===== src/hdl/acc_map.vh =====
// Constants for the converter control block: timing, widths, encodings.
// Assumes a 200 MHz core clock; included by bare name.
`ifndef ACC_MAP_VH
`define ACC_MAP_VH

// ==========================================================
// Timing
`define ACC_CLK_PERIOD_PS     5000
`define ACC_INSTR_CYCLE_US    10
`define ACC_INSTR_CYCLE_CLKS  ((`ACC_INSTR_CYCLE_US * 1000000) / `ACC_CLK_PERIOD_PS)
`define ACC_CYCLES_PER_CONV   4

// ==========================================================
// Widths and values
`define ACC_RESULT_WIDTH      8
`define ACC_RESULT_RESET      8'h00
`define ACC_PORT0_WIDTH       8
`define ACC_CHAN_ZERO         1'b0
`define ACC_CHAN_ONE          1'b1

`endif


===== src/hdl/acc_converter_ctrl.v =====
// Converter control: channel select, repeating successive approximation,
// result register, and port 0 comparator inputs.
// Assumes the core issues one-cycle instruction strobes on clk_in and that
// the analog front end supplies one comparator decision bit per trial.
//
// Notes on behaviour
// - Two multiplexed analog channels, chosen by one select strobe each.
// - Conversion is a hardware successive-approximation sequence; software only selects/reads.
// - Conversions repeat; any select aborts and restarts on the new channel.
// - A select leaves the result register unchanged.
// - First result fourth instruction cycle after select, then every four.
// - Read returns the result register without disturbing conversion.
// - Results are unsigned eight-bit values.
// - Each port 0 line has its own comparator against one shared reference.
// - A port 0 line reads 1 when pin exceeds reference, else 0.
// - Instruction cycle is ten microseconds; conversion timing counts these cycles and their halves.
`timescale 1ns/1ps
`include "acc_map.vh"
`default_nettype none

module acc_converter_ctrl #(
   parameter INSTR_CYCLE_CLKS = `ACC_INSTR_CYCLE_CLKS,
   parameter RESULT_WIDTH     = `ACC_RESULT_WIDTH,
   parameter PORT0_WIDTH      = `ACC_PORT0_WIDTH
) (
   // Clock and reset
   input  wire                    clk_in,
   input  wire                    reset_in,
   // Instruction strobes from the core
   input  wire                    choose_analog_input_zero_in,
   input  wire                    choose_analog_input_one_in,
   input  wire                    read_conversion_instr_in,
   // Analog front end
   input  wire                    ladder_above_input_in,
   output reg                     channel_select_out,
   output reg                     sample_out,
   output reg  [RESULT_WIDTH-1:0] ladder_code_out,
   // Port 0 comparator decisions, one per line
   input  wire [PORT0_WIDTH-1:0]  port0_above_ref_in,
   output reg  [PORT0_WIDTH-1:0]  port0_data_out,
   // Results to the core
   output reg  [RESULT_WIDTH-1:0] conversion_result_reg_out,
   output reg  [RESULT_WIDTH-1:0] accumulator_data_out,
   output reg                     accumulator_load_out,
   output reg                     result_fresh_out
);

   // ==========================================================
   // State encoding
   localparam [2:0] ST_IDLE   = 3'b001;
   localparam [2:0] ST_CONV   = 3'b010;
   localparam [2:0] ST_FINISH = 3'b100;

   localparam [2:0] LAST_BIT  = 3'd7;
   localparam [1:0] LAST_ICYC = 2'd3;

   localparam [RESULT_WIDTH-1:0] RESULT_ZERO = {RESULT_WIDTH{1'b0}};
   localparam [RESULT_WIDTH-1:0] TRIAL_TOP   = {1'b1, {(RESULT_WIDTH-1){1'b0}}};

   reg  [2:0]              state;
   reg  [1:0]              icyc;
   reg  [2:0]              bit_idx;
   reg  [RESULT_WIDTH-1:0] trial;
   reg  [RESULT_WIDTH-1:0] sar;
   reg  [PORT0_WIDTH-1:0]  p0_s1;
   reg  [PORT0_WIDTH-1:0]  p0_s2;
   reg  [PORT0_WIDTH-1:0]  p0_s3;
   reg                     cmp_s1;
   reg                     cmp_s2;
   reg                     cmp_s3;
   wire                    select_any;
   wire                    tick;

   assign select_any = choose_analog_input_zero_in | choose_analog_input_one_in;

   // ==========================================================
   // Instruction-cycle divider, realigned by a select
   acc_instr_tick #(
      .DIVIDE     (INSTR_CYCLE_CLKS)
   ) u_tick (
      .clk_in     (clk_in),
      .reset_in   (reset_in),
      .restart_in (select_any),
      .tick_out   (tick)
   );

   // ==========================================================
   // Input synchronisers for comparator decisions
   // Port 0 second and third stages must agree before a change is accepted
   always @(posedge clk_in or posedge reset_in) begin
      if (reset_in) begin
         p0_s1  <= {PORT0_WIDTH{1'b0}};
         p0_s2  <= {PORT0_WIDTH{1'b0}};
         p0_s3  <= {PORT0_WIDTH{1'b0}};
         cmp_s1 <= 1'b0;
         cmp_s2 <= 1'b0;
         cmp_s3 <= 1'b0;
      end else begin
         p0_s1  <= port0_above_ref_in;
         p0_s2  <= p0_s1;
         p0_s3  <= p0_s2;
         cmp_s1 <= ladder_above_input_in;
         cmp_s2 <= cmp_s1;
         cmp_s3 <= cmp_s2;
      end
   end

   // ==========================================================
   // Port 0 read value, per line against the shared reference
   genvar g;
   generate
      for (g = 0; g < PORT0_WIDTH; g = g + 1) begin : g_port0
         always @(posedge clk_in or posedge reset_in) begin
            if (reset_in) begin
               port0_data_out[g] <= 1'b0;
            end else if (p0_s2[g] == p0_s3[g]) begin
               port0_data_out[g] <= p0_s3[g];
            end
         end
      end
   endgenerate

   // ==========================================================
   // Channel select, only changed by the select strobes
   always @(posedge clk_in or posedge reset_in) begin
      if (reset_in) begin
         channel_select_out <= `ACC_CHAN_ZERO;
      end else if (choose_analog_input_zero_in) begin
         channel_select_out <= `ACC_CHAN_ZERO;
      end else if (choose_analog_input_one_in) begin
         channel_select_out <= `ACC_CHAN_ONE;
      end
   end

   // ==========================================================
   // Successive approximation over four instruction cycles.
   // Eight trials are spread evenly: two per instruction cycle, the
   // second half-cycle trial taken when the divider reaches midway.
   wire half_tick;
   reg  [31:0] half_cnt;
   // Midway trial one clock early so trials sit evenly, four clocks apart at
   // the smallest divide: just enough for a ladder code to clear the synchroniser
   assign half_tick = (half_cnt == (INSTR_CYCLE_CLKS / 2) - 1);

   always @(posedge clk_in or posedge reset_in) begin
      if (reset_in) begin
         half_cnt <= 32'h00000000;
      end else if (select_any || tick) begin
         half_cnt <= 32'h00000000;
      end else begin
         half_cnt <= half_cnt + 32'h00000001;
      end
   end

   // Trial step: decide current bit from the settled comparator
   wire step = tick | half_tick;

   always @(posedge clk_in or posedge reset_in) begin
      if (reset_in) begin
         state                     <= ST_IDLE;
         icyc                      <= 2'd0;
         bit_idx                   <= LAST_BIT;
         trial                     <= TRIAL_TOP;
         sar                       <= RESULT_ZERO;
         sample_out                <= 1'b0;
         ladder_code_out           <= TRIAL_TOP;
         conversion_result_reg_out <= `ACC_RESULT_RESET;
         result_fresh_out          <= 1'b0;
      end else if (select_any) begin
         // Abort and restart; the held result is left alone
         state            <= ST_CONV;
         icyc             <= 2'd0;
         bit_idx          <= LAST_BIT;
         trial            <= TRIAL_TOP;
         sar              <= RESULT_ZERO;
         sample_out       <= 1'b1;
         ladder_code_out  <= TRIAL_TOP;
         result_fresh_out <= 1'b0;
      end else begin
         sample_out       <= 1'b0;
         result_fresh_out <= 1'b0;
         case (state)
            ST_IDLE: begin
               state      <= ST_CONV;
               sample_out <= 1'b1;
            end
            ST_CONV: begin
               if (tick) begin
                  icyc <= icyc + 2'd1;
               end
               if (step) begin
                  // Keep the bit when the ladder is not above the input
                  if (!cmp_s3) begin
                     sar[bit_idx] <= 1'b1;
                  end
                  bit_idx         <= bit_idx - 3'd1;
                  ladder_code_out <= (cmp_s3 ? sar : (sar | trial)) | (trial >> 1);
                  trial           <= trial >> 1;
                  // Bit zero waits for the fourth boundary, where it posts
                  if (bit_idx == 3'd1) begin
                     state <= ST_FINISH;
                  end
               end
            end
            ST_FINISH: begin
               // Last trial decided and posted at once, at the fourth boundary
               if (tick && icyc == LAST_ICYC) begin
                  conversion_result_reg_out <= sar | {{(RESULT_WIDTH-1){1'b0}}, ~cmp_s3};
                  result_fresh_out          <= 1'b1;
                  state                     <= ST_CONV;
                  icyc                      <= 2'd0;
                  bit_idx                   <= LAST_BIT;
                  trial                     <= TRIAL_TOP;
                  sar                       <= RESULT_ZERO;
                  sample_out                <= 1'b1;
                  ladder_code_out           <= TRIAL_TOP;
               end else if (tick) begin
                  icyc <= icyc + 2'd1;
               end
            end
            default: begin
               state <= ST_IDLE;
            end
         endcase
      end
   end

   // ==========================================================
   // Read instruction: copy the held result, conversion untouched
   always @(posedge clk_in or posedge reset_in) begin
      if (reset_in) begin
         accumulator_data_out <= RESULT_ZERO;
         accumulator_load_out <= 1'b0;
      end else begin
         accumulator_load_out <= read_conversion_instr_in;
         if (read_conversion_instr_in) begin
            accumulator_data_out <= conversion_result_reg_out;
         end
      end
   end

endmodule

`default_nettype wire


===== src/hdl/acc_instr_tick.v =====
// Instruction-cycle tick divider: one-cycle enable every N core clocks.
// Assumes a single core clock; restart realigns the tick phase.
`timescale 1ns/1ps
`default_nettype none

module acc_instr_tick #(
   parameter DIVIDE = 2000
) (
   // Clock and reset
   input  wire        clk_in,
   input  wire        reset_in,
   // Control
   input  wire        restart_in,
   // Tick
   output reg         tick_out
);

   reg [31:0] count;

   // ==========================================================
   // Divider
   // Restart counts the select clock itself, so every boundary lands a
   // whole number of instruction cycles after the select edge
   always @(posedge clk_in or posedge reset_in) begin
      if (reset_in) begin
         count    <= 32'h00000000;
         tick_out <= 1'b0;
      end else if (restart_in) begin
         count    <= 32'h00000001;
         tick_out <= 1'b0;
      end else if (count == DIVIDE - 1) begin
         count    <= 32'h00000000;
         tick_out <= 1'b1;
      end else begin
         count    <= count + 32'h00000001;
         tick_out <= 1'b0;
      end
   end

endmodule

`default_nettype wire


===== config.mk =====
export PLATFORM = sky130hd
export DESIGN_NAME = acc_converter_ctrl
export DESIGN_NICKNAME = d
export VERILOG_FILES = /design/src/hdl/acc_converter_ctrl.v /design/src/hdl/acc_instr_tick.v
export VERILOG_INCLUDE_DIRS = /design/src /design/src/hdl
export SDC_FILE = /design/constraint.sdc
export NUM_CORES = 1
export LEC_CHECK = 0
export ABC_CLOCK_PERIOD_IN_PS = 12200
export BUFFER_PORTS_ARGS = -buffer_cell sky130_fd_sc_hd__buf_2
export CORE_MARGIN = 5
export CORE_UTILIZATION = 39
export DETAILED_ROUTE_END_ITERATION = 10
export PLACE_DENSITY = 0.67
export RECOVER_POWER = 50
export REMOVE_ABC_BUFFERS = 1
export SYNTH_ARGS = -nofsm -noshare
export SYNTH_HDL_FRONTEND = slang
export SYNTH_SLANG_ARGS = --single-unit

===== constraint.sdc =====
create_clock -name clk_in -period 12.2 [get_ports clk_in]
set_clock_uncertainty 0.2 [all_clocks]
set_input_delay 0.61 -clock clk_in [delete_from_list [all_inputs] [get_ports clk_in]]
set_output_delay 0.61 -clock clk_in [all_outputs]
set_load 0.05 [all_outputs]

After elaboration in Yosys (flattened, before gate mapping)
Cells that the tools add are included.
Storage, ports and cells
  register bits: 152
  latch bits: 0
  bits in writable memories: 0
  bits in read-only memories: 0
  input port bits: 14
  output and inout port bits: 36
  memories kept: 0
Cells by class
  add/sub/neg operators: 4
  multiply operators: 0
  div/mod/pow operators: 0
  $lt $le $gt $ge: 2
  equal/unequal tests: 19
  shifts and indexed selects: 0
  multiplexer cells: 40
  bitwise logic cells: 8
  reduce and logical (&&, ||, !) cells: 9
Operators with widths (count)
  two-way mux 32 bit: 3
  two-way mux 8 bit: 10
  adder 32 x 1 -> 32 bit, second input constant: 2
  one-hot mux 8 bit (2 select lines): 3
  == test 32 x 10 -> 1 bit, second input constant: 1
  == test 32 x 11 -> 1 bit, second input constant: 1
  two-way mux 3 bit: 7
  bitwise OR 8 bit: 2
  != test 3 bit, second input constant: 4
  two-way mux 1 bit: 9
  one-hot mux 3 bit (3 select lines): 1
  AND reduction 3 bit: 3
  == test 1 bit: 8
  bitwise OR 8 x 1 -> 8 bit: 1
  bitwise OR 8 x 7 -> 8 bit: 1
  == test 3 x 1 -> 1 bit, second input constant: 2
  two-way mux 2 bit: 3
  one-hot mux 3 bit (2 select lines): 1
  less-than comparator 3 x 4 -> 1 bit, second input constant: 1
  one-hot mux 2 bit (2 select lines): 1
  AND reduction 4 bit: 1
  demux 1 bit (select 3 bit): 1
  == test 3 x 2 -> 1 bit, second input constant: 1
  == test 3 bit, second input constant: 1
  other kinds (11): 14

Logic depth before layout (Yosys ltp)
Gate-level depths: netlist of the first run.
  depth after elaboration: 9
  gate-level depth with buffers: 8
  mapped depth without buffers: 6

Cells and area by module
A second synthesis of the first run with hierarchy kept.
Second synthesis, totals
  cell total of the unflattened synthesis: 605
  area total of the unflattened synthesis: 6710.2 sq um
By module, submodules not included
  acc_converter_ctrl: instances 1, cells an instance 412, area an instance 4879.7 sq um
  acc_instr_tick: instances 1, cells an instance 193, area an instance 1830.5 sq um

Least setup slack after synthesis of the first run
OpenSTA, ideal clock, no wires.
  path type: register to register
  start point: register half_cnt[0]
  end point: register ladder_code_out[7]
  setup time: 0.082 ns
  data arrival time: 2.051 ns
  data required time: 11.918 ns
  setup slack: 9.866 ns
  stages on the path, launching flop included: 9
  path buffers: 2
  period minus slack after synthesis: 2.334 ns
  cell sequence: dfrtp_1 > ha_1 > nor4b_1 > nand4_1 > or4_1 > buf_2 > and2_4 > buf_6 > mux2_4
Between the ends
  cells in the longest elaborated chain, start to end: 4
RTL lines
  start, declared: RTL line acc_converter_ctrl.v:140  | reg [31:0] half_cnt;
  start signal, assigned: RTL line acc_converter_ctrl.v:151  | half_cnt <= half_cnt + 32'h00000001;
  == test 32 x 10 -> 1 bit: RTL line acc_converter_ctrl.v:143  | assign half_tick = (half_cnt == (INSTR_CYCLE_CLKS / 2) - 1);
  bitwise OR 1 bit: RTL line acc_converter_ctrl.v:156  | wire step = tick | half_tick;
  != test 3 bit (no line)
  AND reduction 3 bit (no line)
  end signal, assigned: RTL line acc_converter_ctrl.v:197  | ladder_code_out <= (cmp_s3 ? sar : (sar | trial)) | (trial >> 1);
  end, declared: RTL line acc_converter_ctrl.v:37  | output reg [RESULT_WIDTH-1:0] ladder_code_out,
No other way between the ends.
A chain may end at the register's enable or synchronous reset.

==> results of run 1 <==
[registers in the layout, summed over array words and instances, names as in the netlist, 8 cells and up]
name	cells
p0_s2	8
half_cnt	32
port0_data_out	8
p0_s3	8
accumulator_data_out	8
p0_s1	8
ladder_code_out	8
conversion_result_reg_out	8
sar	8
u_tick.count	32
trial	8
[final timing paths]
| kind | cells after the start | slack (ns) | end |
|---|---|---|---|
| setup / recovery | 3 | 6.06 | port0_data_out[5] |
| hold / removal | 1 | 0.09 | p0_s1[2] |
| setup reg to reg | 6 | 9.17 | icyc[1] |
| hold reg to reg | 0 | 0.15 | p0_s2[5] |
| max in group clk_in | 6 | 9.17 | icyc[1] |
| min in group asynchronous | 2 | 0.86 | cmp_s1 |
[cells in the final DEF (no fill, tap or decap), types with 2 or more instances in the layout]
cell	count
nand3_1	45
dfrtp_1	146
clkinvlp_4	4
mux2_4	2
nor4_1	15
and2_1	3
o22a_1	9
buf_2	10
nand4b_1	2
or3_1	12
and3_1	9
nor4b_1	2
inv_1	9
nand2_1	52
clkbuf_8	3
o31a_1	2
xnor2_1	20
mux2_2	10
xor2_1	33
nand4_1	23
clkbuf_1	43
dfstp_2	6
clkbuf_16	17
o21ai_0	22
nand2b_1	2
nor2_1	70
maj3_1	8
ha_1	5
o31ai_2	7
a21oi_1	21
nor3b_1	2
and4_1	8
nor3_1	10
a211oi_1	9
[area by class of cell]
| type | count | area [sq um] | share of cell area [%] |
|---|---|---|---|
| Tap cell | 220 | 275 | 3.67 |
| Sequential cell | 152 | 3810 | 50.9 |
| Clock buffer | 23 | 478 | 6.38 |
| Clock inverter | 6 | 68.8 | 0.918 |
| Multi-Input combinational cell | 418 | 2610 | 34.8 |
| Inverter | 11 | 42.5 | 0.568 |
| Timing Repair Buffer | 51 | 208 | 2.77 |
[logic make-up (layout without fill, tap and decap cells)]
family / Yosys count / after routing / synth area share (%)
buffers and inverters: 36 / 91 / 2.30
AND/OR/NAND/NOR: 265 / 265 / 20.4
multiplexers: 12 / 12 / 2.17
XOR/XNOR: 53 / 53 / 7.06
AO/OA/AOI/OAI: 75 / 75 / 7.88
flip-flops: 152 / 152 / 58.0
adder cells (fa/ha/maj): 13 / 13 / 2.17
[power by group through the flow]
stage	Sequential, uW	Clock (uW)	Combinational, uW
finish	524	487	53.8
global placement	532	0	55.5
detailed placement	533	0	56.9
floorplan	547	0	24.9
global route	526	519	60.1
CTS	524	498	57.0
[metrics by stage]
stage	cells	hold slack, ns	worst slack (ns)
final	881	0.0893	6.06
after global placement	852	0.135	9.07
after floorplan	581	0.131	7.31
after detailed placement	852	0.135	8.98
after CTS	881	0.0777	9.14
after global routing	881	0.0809	4.50
[critical path, cell delays in order]
cell and delay [ns]:
buf_2 0.10, clkinvlp_2 1.72, clkbuf_1 3.02
[metal layers]
metal / routed length (um) / up-vias / global-route usage (%)
li1: - / 2233 / -
met1: 5970 / 2317 / 18.3
met2: 6560 / 74 / 22.4
met3: 517 / 14 / 3.26
met4: 178 / 0 / 6.53
met5: 0 / - / 0
==> metrics.txt, run 1 <==
outcome=finished with violations; failing checks=capacitance limit, slew limit; critical path type=in -> async; antenna cell count=0; Die ar.=19600 sq um; fin nets=670; Synth Register Bits=152; Finished Cell Area=7490 sq um; TritonCTS Sinks=152; Tot Pwr=1070 uW; initial drt markers=370; layout cells sized above 1=10.4%; worst-skew pair later-pin latency=0.42 ns; Int Power=822 uW; # resized after CTS=0; CTS root buffer=clkbuf_16; Worst EP required=11.56 ns; Area growth syn-to-layout=14.0%; share of the synthesized area in the top cell type=55.6%; CP startpoint kind=primary input; DRT Pass-1 Iters=5; Die Span Y=140 um; hold path startpoint=port0_above_ref_in[2]; peak supply drop=92.6 uV; die span in x=140 um; Post-Syn Area=6570 sq um; Post-synth ARST share=100%; initial antenna violation count=0; Post-CTS Setup Inserts=0; clk buf depth=2; vias in the first global route=4709; area leader, netlist=dfrtp_1; Synth area leaders=dfrtp_1, xor2_1, nor2_1, nand3_1, nand2_1; gpl congestion=0.831; CTS tree=built; Net Sw Frac=22.9%; Max Clock Freq=0.163 GHz; predominant post-synthesis flop cell=dfrtp_1; H-tree levels=4; Lkg Pwr=0.00315 uW; EDFF count, synth=0; Setup crit start=reset_in; final clock period utilization by the worst path=50.3%; Post-Syn Area per Cell=10.8 sq um; sequential element share of the synthesized area=58.0%; Total Neg Setup Slack=0 ns; hold crit path type=in -> reg; critical-path maximum fanout=80; power share of the combinational group=5.1%; Top-Level Pins=50; Filler Cells Inserted=1562; CORE AREA=16600 sq um; Congestion Overflow GR=0; final hold vios=0; clock share of power=45.7%; global-route wire length before repair=22.8 mm; Slew headroom=-175%; Rows=47; via count=4638; count leader, synth=dfrtp_1; max-cap viol count=2; count of port buffers added during placement=49; FF-to-FF Start=half_cnt[0]; CP endpoint kind=async pin; cells after synthesis=606; largest net degree at the start of global routing=81; Starting Density=39.6%; Least-Margin Pin Slew=4.12 ns; drt drc=0; WL per Instance=15.0 um; Clock Pin Slew Worst Setup and Hold Paths=0.06 ns; Final Critical Period=6.14 ns; sequential share of power=49.2%; Crit path arrival time=5.50 ns; Setup Viol. Count Final=0; Hold-fix buffers, CTS=0; dpl cell area=7000 sq um; post-route ant nets=0; synth warn=0; TritonCTS buffer count=17; max-slew violation count=155; Sw Pwr=244 uW; Tot GR Track Use=14.1%; synth unique cells=49; hpwl dp=8.71 mm; vias per cell=5.26; Final Util=45.2%; RSZ-0062 raised after global routing=no; DRT Wirelength=13.2 mm; PwrDens=142 nW/um^2; commonest cells in the netlist=dfrtp_1, nor2_1, nand2_1, nand3_1, xor2_1
Note: power is estimated with default switching activity, not from simulation.
==> inputs of run 2 (changes only) <==
--- a/config.mk
+++ b/config.mk
@@ -6,7 +6,7 @@
 export SDC_FILE = /design/constraint.sdc
 export NUM_CORES = 1
 export LEC_CHECK = 0
-export ABC_CLOCK_PERIOD_IN_PS = 12200
+export ABC_CLOCK_PERIOD_IN_PS = 5850
 export BUFFER_PORTS_ARGS = -buffer_cell sky130_fd_sc_hd__buf_2
 export CORE_MARGIN = 5
 export CORE_UTILIZATION = 39
==> constraint.sdc (replaced) <==
create_clock -name clk_in -period 5.85 [get_ports clk_in]
set_clock_uncertainty 0.2 [all_clocks]
set_input_delay 0.2925 -clock clk_in [delete_from_list [all_inputs] [get_ports clk_in]]
set_output_delay 0.2925 -clock clk_in [all_outputs]
set_load 0.05 [all_outputs]
==> run 2 against run 1 <==
Against the previous run:
- the flow now finishes without violations
- die area is the same
- highest routed layer unchanged
- largest power group unchanged
- critical endpoint is now trial[7]
- core utilization grew 1.1 points
- sequential share of layout area shrank 1.2 points
==> metrics.txt, run 2 (synthesis results as in run 1) <==
Rows=47; R2R cell count=6; max-cap viol count=0; TritonCTS buffer count=17; via count=4676; hold crit path type=in -> reg; initial antenna violation count=0; delay of the slowest critical-path stage=0.89 ns; RSZ-0062 raised after global routing=no; PnR worst setup slack=2.80 ns; Die ar.=19600 sq um; antenna cell count=0; critical-path maximum fanout=30; Total Neg Setup Slack=0 ns; Max Clock Freq=0.328 GHz; WL per Instance=14.4 um; Buf/Inv on CP=2; critical-path cell list=dlygate4sd3_1 > clkbuf_1 > nor2_1 > o31a_1 > and2_4 > mux2_4; Hold Path Stages=3; CP endpoint kind=flop; CP top delay family=simple AND/OR/NAND/NOR gates; GR peak layer=met2; dpl ws=2.83 ns; Area growth syn-to-layout=16.8%; most common cell after layout, fill and taps aside=dfrtp_1; Tot GR Track Use=14.0%; Filler Cells Inserted=1545; Setup Viol. Count Final=0; FF-to-FF Start=half_cnt[0]; outcome=finished clean; initial drt markers=367; max-slew violation count=0; met3 GRT Util=3.95%; Starting Density=39.6%; count of port buffers added during placement=49; H-tree levels=4; Slew headroom=29.6%; most frequent cells in the layout=dfrtp_1, nor2_1, nand2_1; # resized after CTS=0; Congestion Overflow GR=0; Worst R2R End=icyc[1]; Post-CTS Setup Inserts=0; die span in x=140 um; Lkg Pwr=0.00327 uW; global-route wire length before repair=22.6 mm; CTS root buffer=clkbuf_16; CP startpoint kind=primary input; TritonCTS Sinks=152; hpwl dp=8.55 mm; Top-Level Pins=50; critical path type=in -> reg; layout cells sized above 1=12.0%; Hold Crit Endpoint=state[0]; PwrDens=296 nW/um^2; DRT Pass-1 Iters=5; Least-Margin Pin Slew=1.05 ns; final clock period utilization by the worst path=52.1%; final hold vios=0; vias in the first global route=4681; Die Span Y=140 um; worst-skew pair later-pin latency=0.42 ns; Worst EP required=6.00 ns; Largest regs=half_cnt (32), u_tick.count (32); hold path startpoint=choose_analog_input_one_in; Clock Pin Slew Worst Setup and Hold Paths=0.06 ns; CORE AREA=16600 sq um; peak supply drop=190 uV; met2 GRT Util=22.9%; R2R Setup Slk=2.81 ns; vias per cell=5.21; Crit path arrival time=3.19 ns; CTS tree=built; post-route ant nets=0; DRT Wirelength=12.9 mm; M1 GR Usage=17.6%; drt drc=0; Worst path slowest cell=o31a_1; clk buf depth=2; gpl congestion=0.839; Final Critical Period=3.05 ns; largest net degree at the start of global routing=97; fin nets=683
==> run 2: routing by layer <==
metal	share of wire, %	up-vias
met5	0	-
met4	1.6	0
met3	4.1	15
met2	50	74
met1	44	2337
li1	-	2250
==> run 2: how the worst max path moves through the flow <==
| stage | to | cells after the start | from |
|---|---|---|---|
| 2_1_floorplan | accumulator_data_out[0] | 1 | reset_in |
| 3_3_place_gp | sample_out | 5 | half_cnt[14] |
| 3_5_place_dp | icyc[1] | 6 | half_cnt[0] |
| 4_1_cts | trial[7] | 6 | half_cnt[0] |
| 5_1_grt | ladder_code_out[4] | 6 | half_cnt[0] |
| 6_report | trial[7] | 6 | choose_analog_input_zero_in |
==> run 2: cell type report <==
type / instances / area, sq um / share of cell area (%)
clock inverter: 11 / 124 / 1.61
timing repair buffer: 64 / 350 / 4.56
tap: 220 / 275 / 3.58
inverter: 11 / 46.3 / 0.603
clock buffer: 21 / 460 / 6.00
sequential: 152 / 3810 / 49.6
multi-input combinational: 418 / 2610 / 34.0
==> run 2: timing repair <==
| action | CTS | global route |
|---|---|---|
| endpoints found under the setup margin | 0 | 0 |
| hold buffers | 13 | 0 |
| endpoints found under the hold margin | 101 | 0 |
==> run 2: report_power, final <==
| group | total [uW] | switching [uW] | internal (uW) | leakage, uW |
|---|---|---|---|---|
| registers | 1090 | 15.2 | 1080 | 0.00200 |
| clock network | 1060 | 413 | 650 | 0.000280 |
| logic | 120 | 89.9 | 29.9 | 0.000994 |
==> run 2: worst register-to-register path, stage by stage (launching register included) <==
cell	delay, ns
dfrtp_1	0.40
ha_1	0.25
nor4b_1	0.28
nand4_1	0.18
or4_1	0.86
and2_4	0.46
o221a_1	0.31
==> run 2: through the flow <==
stage                     total power, uW  hold WS [ns]  cells  area [sq um]  utilization, %
after global routing                 2360        0.0165    897          7680            46.3
after floorplan                      1190         0.124    581          6460               -
final                                2280        0.0220    897          7680            46.3
after global placement               1230         0.133    852          7000            42.2
after detailed placement             1230         0.136    852          7000            42.2
after CTS                            2310        0.0126    897          7720            46.5
==> inputs of run 3 (changes only) <==
--- a/config.mk
+++ b/config.mk
@@ -6,12 +6,12 @@
 export SDC_FILE = /design/constraint.sdc
 export NUM_CORES = 1
 export LEC_CHECK = 0
-export ABC_CLOCK_PERIOD_IN_PS = 5850
+export ABC_CLOCK_PERIOD_IN_PS = 2470
 export BUFFER_PORTS_ARGS = -buffer_cell sky130_fd_sc_hd__buf_2
 export CORE_MARGIN = 5
 export CORE_UTILIZATION = 39
 export DETAILED_ROUTE_END_ITERATION = 10
-export PLACE_DENSITY = 0.67
+export PLACE_DENSITY = 0.69
 export RECOVER_POWER = 50
 export REMOVE_ABC_BUFFERS = 1
 export SYNTH_ARGS = -nofsm -noshare
==> constraint.sdc (replaced) <==
create_clock -name clk_in -period 2.47 [get_ports clk_in]
set_clock_uncertainty 0.2 [all_clocks]
set_input_delay 0.1235 -clock clk_in [delete_from_list [all_inputs] [get_ports clk_in]]
set_output_delay 0.1235 -clock clk_in [all_outputs]
set_load 0.05 [all_outputs]
==> run 3 against run 2 <==
Against the previous run:
- via count grew 2.7%
- first-iteration DRC count grew 5.7%
- die area is the same
- hold slack gained 0.12 ns
- largest power group is now clock
- core utilization grew 1.9 points
- clock-buffer cell count shrank 2
- final cell count grew 2.8%
- highest routed layer unchanged
- critical path type is now reg -> reg
- sequential power grew 140%
- largest cell class unchanged
==> metrics.txt, run 3 (synthesis results as in run 1) <==
WL per Instance=14.7 um; CP startpoint kind=flop; FF-to-FF Start=icyc[0]; Worst EP required=2.62 ns; worst-skew pair later-pin latency=0.42 ns; critical-path maximum fanout=30; CTS root buffer=clkbuf_16; Starting Density=39.6%; R2R Setup Slk=0.13 ns; DRT Pass-1 Iters=4; vias in the first global route=4909; Hold Path Stages=2; Clock Pin Slew Worst Setup and Hold Paths=0.06 ns; clk buf depth=2; delay of the slowest critical-path stage=0.52 ns; CORE AREA=16600 sq um; hpwl dp=9.26 mm; final clock period utilization by the worst path=94.8%; Worst R2R End=ladder_code_out[7]; Slew headroom=10.3%; Least-Margin Pin Slew=1.34 ns; initial antenna violation count=0; fin nets=708; Area growth syn-to-layout=21.5%; CTS tree=built; Crit path arrival time=2.49 ns; post-route ant nets=0; Setup Viol. Count Final=0; most frequent cells in the layout=dfrtp_1, nor2_1, nand2_1; Buf/Inv on CP=0; Worst path slowest cell=or4_4; Die Span Y=140 um; Die ar.=19600 sq um; initial drt markers=388; CP top delay family=simple AND/OR/NAND/NOR gates; critical-path cell list=ha_1 > and4b_1 > o2111ai_1 > or4_4 > and2_4 > mux2_4; R2R cell count=6; Max Clock Freq=0.427 GHz; max-slew violation count=0; Congestion Overflow GR=0; global-route wire length before repair=23.9 mm; max-cap viol count=0; vias per cell=5.21; Final Critical Period=2.34 ns; Top-Level Pins=50; Rows=47; hold crit path type=in -> reg; H-tree levels=4; Final Util=48.2%; layout cells sized above 1=19.4%; PnR worst setup slack=0.129 ns; die span in x=140 um; final hold vios=0; critical path type=reg -> reg; most common cell after layout, fill and taps aside=dfrtp_1; Post-CTS Setup Inserts=0; hold path startpoint=port0_above_ref_in[6]; Largest regs=half_cnt (32), u_tick.count (32); TritonCTS buffer count=17; outcome=finished clean; antenna cell count=0; via count=4804; PwrDens=707 nW/um^2; RSZ-0062 raised after global routing=no; Lkg Pwr=0.00353 uW; Tot GR Track Use=14.7%; largest net degree at the start of global routing=63; DRT Wirelength=13.6 mm; Total Neg Setup Slack=0 ns; peak supply drop=476 uV; dpl ws=-0.0245 ns; TritonCTS Sinks=152; Hold Crit Endpoint=p0_s1[6]; Hold Slack=0.138 ns; gpl congestion=0.856; count of port buffers added during placement=49; CP endpoint kind=flop; drt drc=0
## run 3: cell types whose count changed in the layout (fill, tap and decap cells not counted), moves of 2 or more
| cell | previous run | this run |
|---|---|---|
| buf_12 | 0 | 2 |
| clkinvlp_4 | 3 | 1 |
| buf_2 | 17 | 43 |
| inv_8 | 0 | 2 |
| clkinv_2 | 3 | 0 |
| buf_4 | 2 | 22 |
| clkinv_4 | 1 | 4 |
| clkbuf_1 | 34 | 7 |
## run 3: worst max-delay path by stage
stage	depth (start not counted)	slack (ns)	from	endpoint
finish	6	0.13	icyc[0]	ladder_code_out[7]
global route	6	0.02	half_cnt[11]	sar[3]
CTS	6	0.05	half_cnt[22]	sar[3]
detailed placement	5	-0.02	half_cnt[22]	sample_out
global placement	6	-0.02	half_cnt[1]	sample_out
floorplan	1	-1.94	reset_in	accumulator_data_out[0]
## run 3: where the power goes
| part | leakage, uW | switching (uW) | total (uW) | internal (uW) |
|---|---|---|---|---|
| Clock | 0.000313 | 1070 | 2750 | 1680 |
| Combinational | 0.00122 | 221 | 310 | 89.3 |
| Sequential | 0.00200 | 37.0 | 2590 | 2550 |
| Total | 0.00353 | 1330 | 5640 | 4320 |
## run 3: through the flow
step / power (uW) / cell area (sq um) / instances
after floorplan: 2830 / 6460 / 581
after global placement: 2920 / 7210 / 876
after detailed placement: 2930 / 7210 / 876
after CTS: 5700 / 7990 / 922
after global routing: 5860 / 7990 / 922
final: 5640 / 7990 / 922
## run 3: cell type report
type	instances	area [sq um]
well taps	220	275
multi-input cells	418	2630
inverters	11	45.0
clock buffers	19	453
repair buffers	89	592
fillers	1501	8600
flip-flops and latches	152	3810
clock inverters	13	183
## run 3: per-layer routing
metal  wire (um)  vias up  part of all wire, %  GRT usage (%)
met4         269        0                  2.0           6.22
met3         578       24                  4.3           3.22
met1        5980     2365                   44           18.9
li1            -     2318                    -              -
met5           0        -                    0              0
met2        6730       97                   50           24.0
## run 3: what timing repair did
item / 4_1_cts / 5_1_grt
hold buffers: 14 / 0
setup endpoints to repair: 1 / 25
gates resized for setup: 1 / 4
hold endpoints to repair: 84 / 0
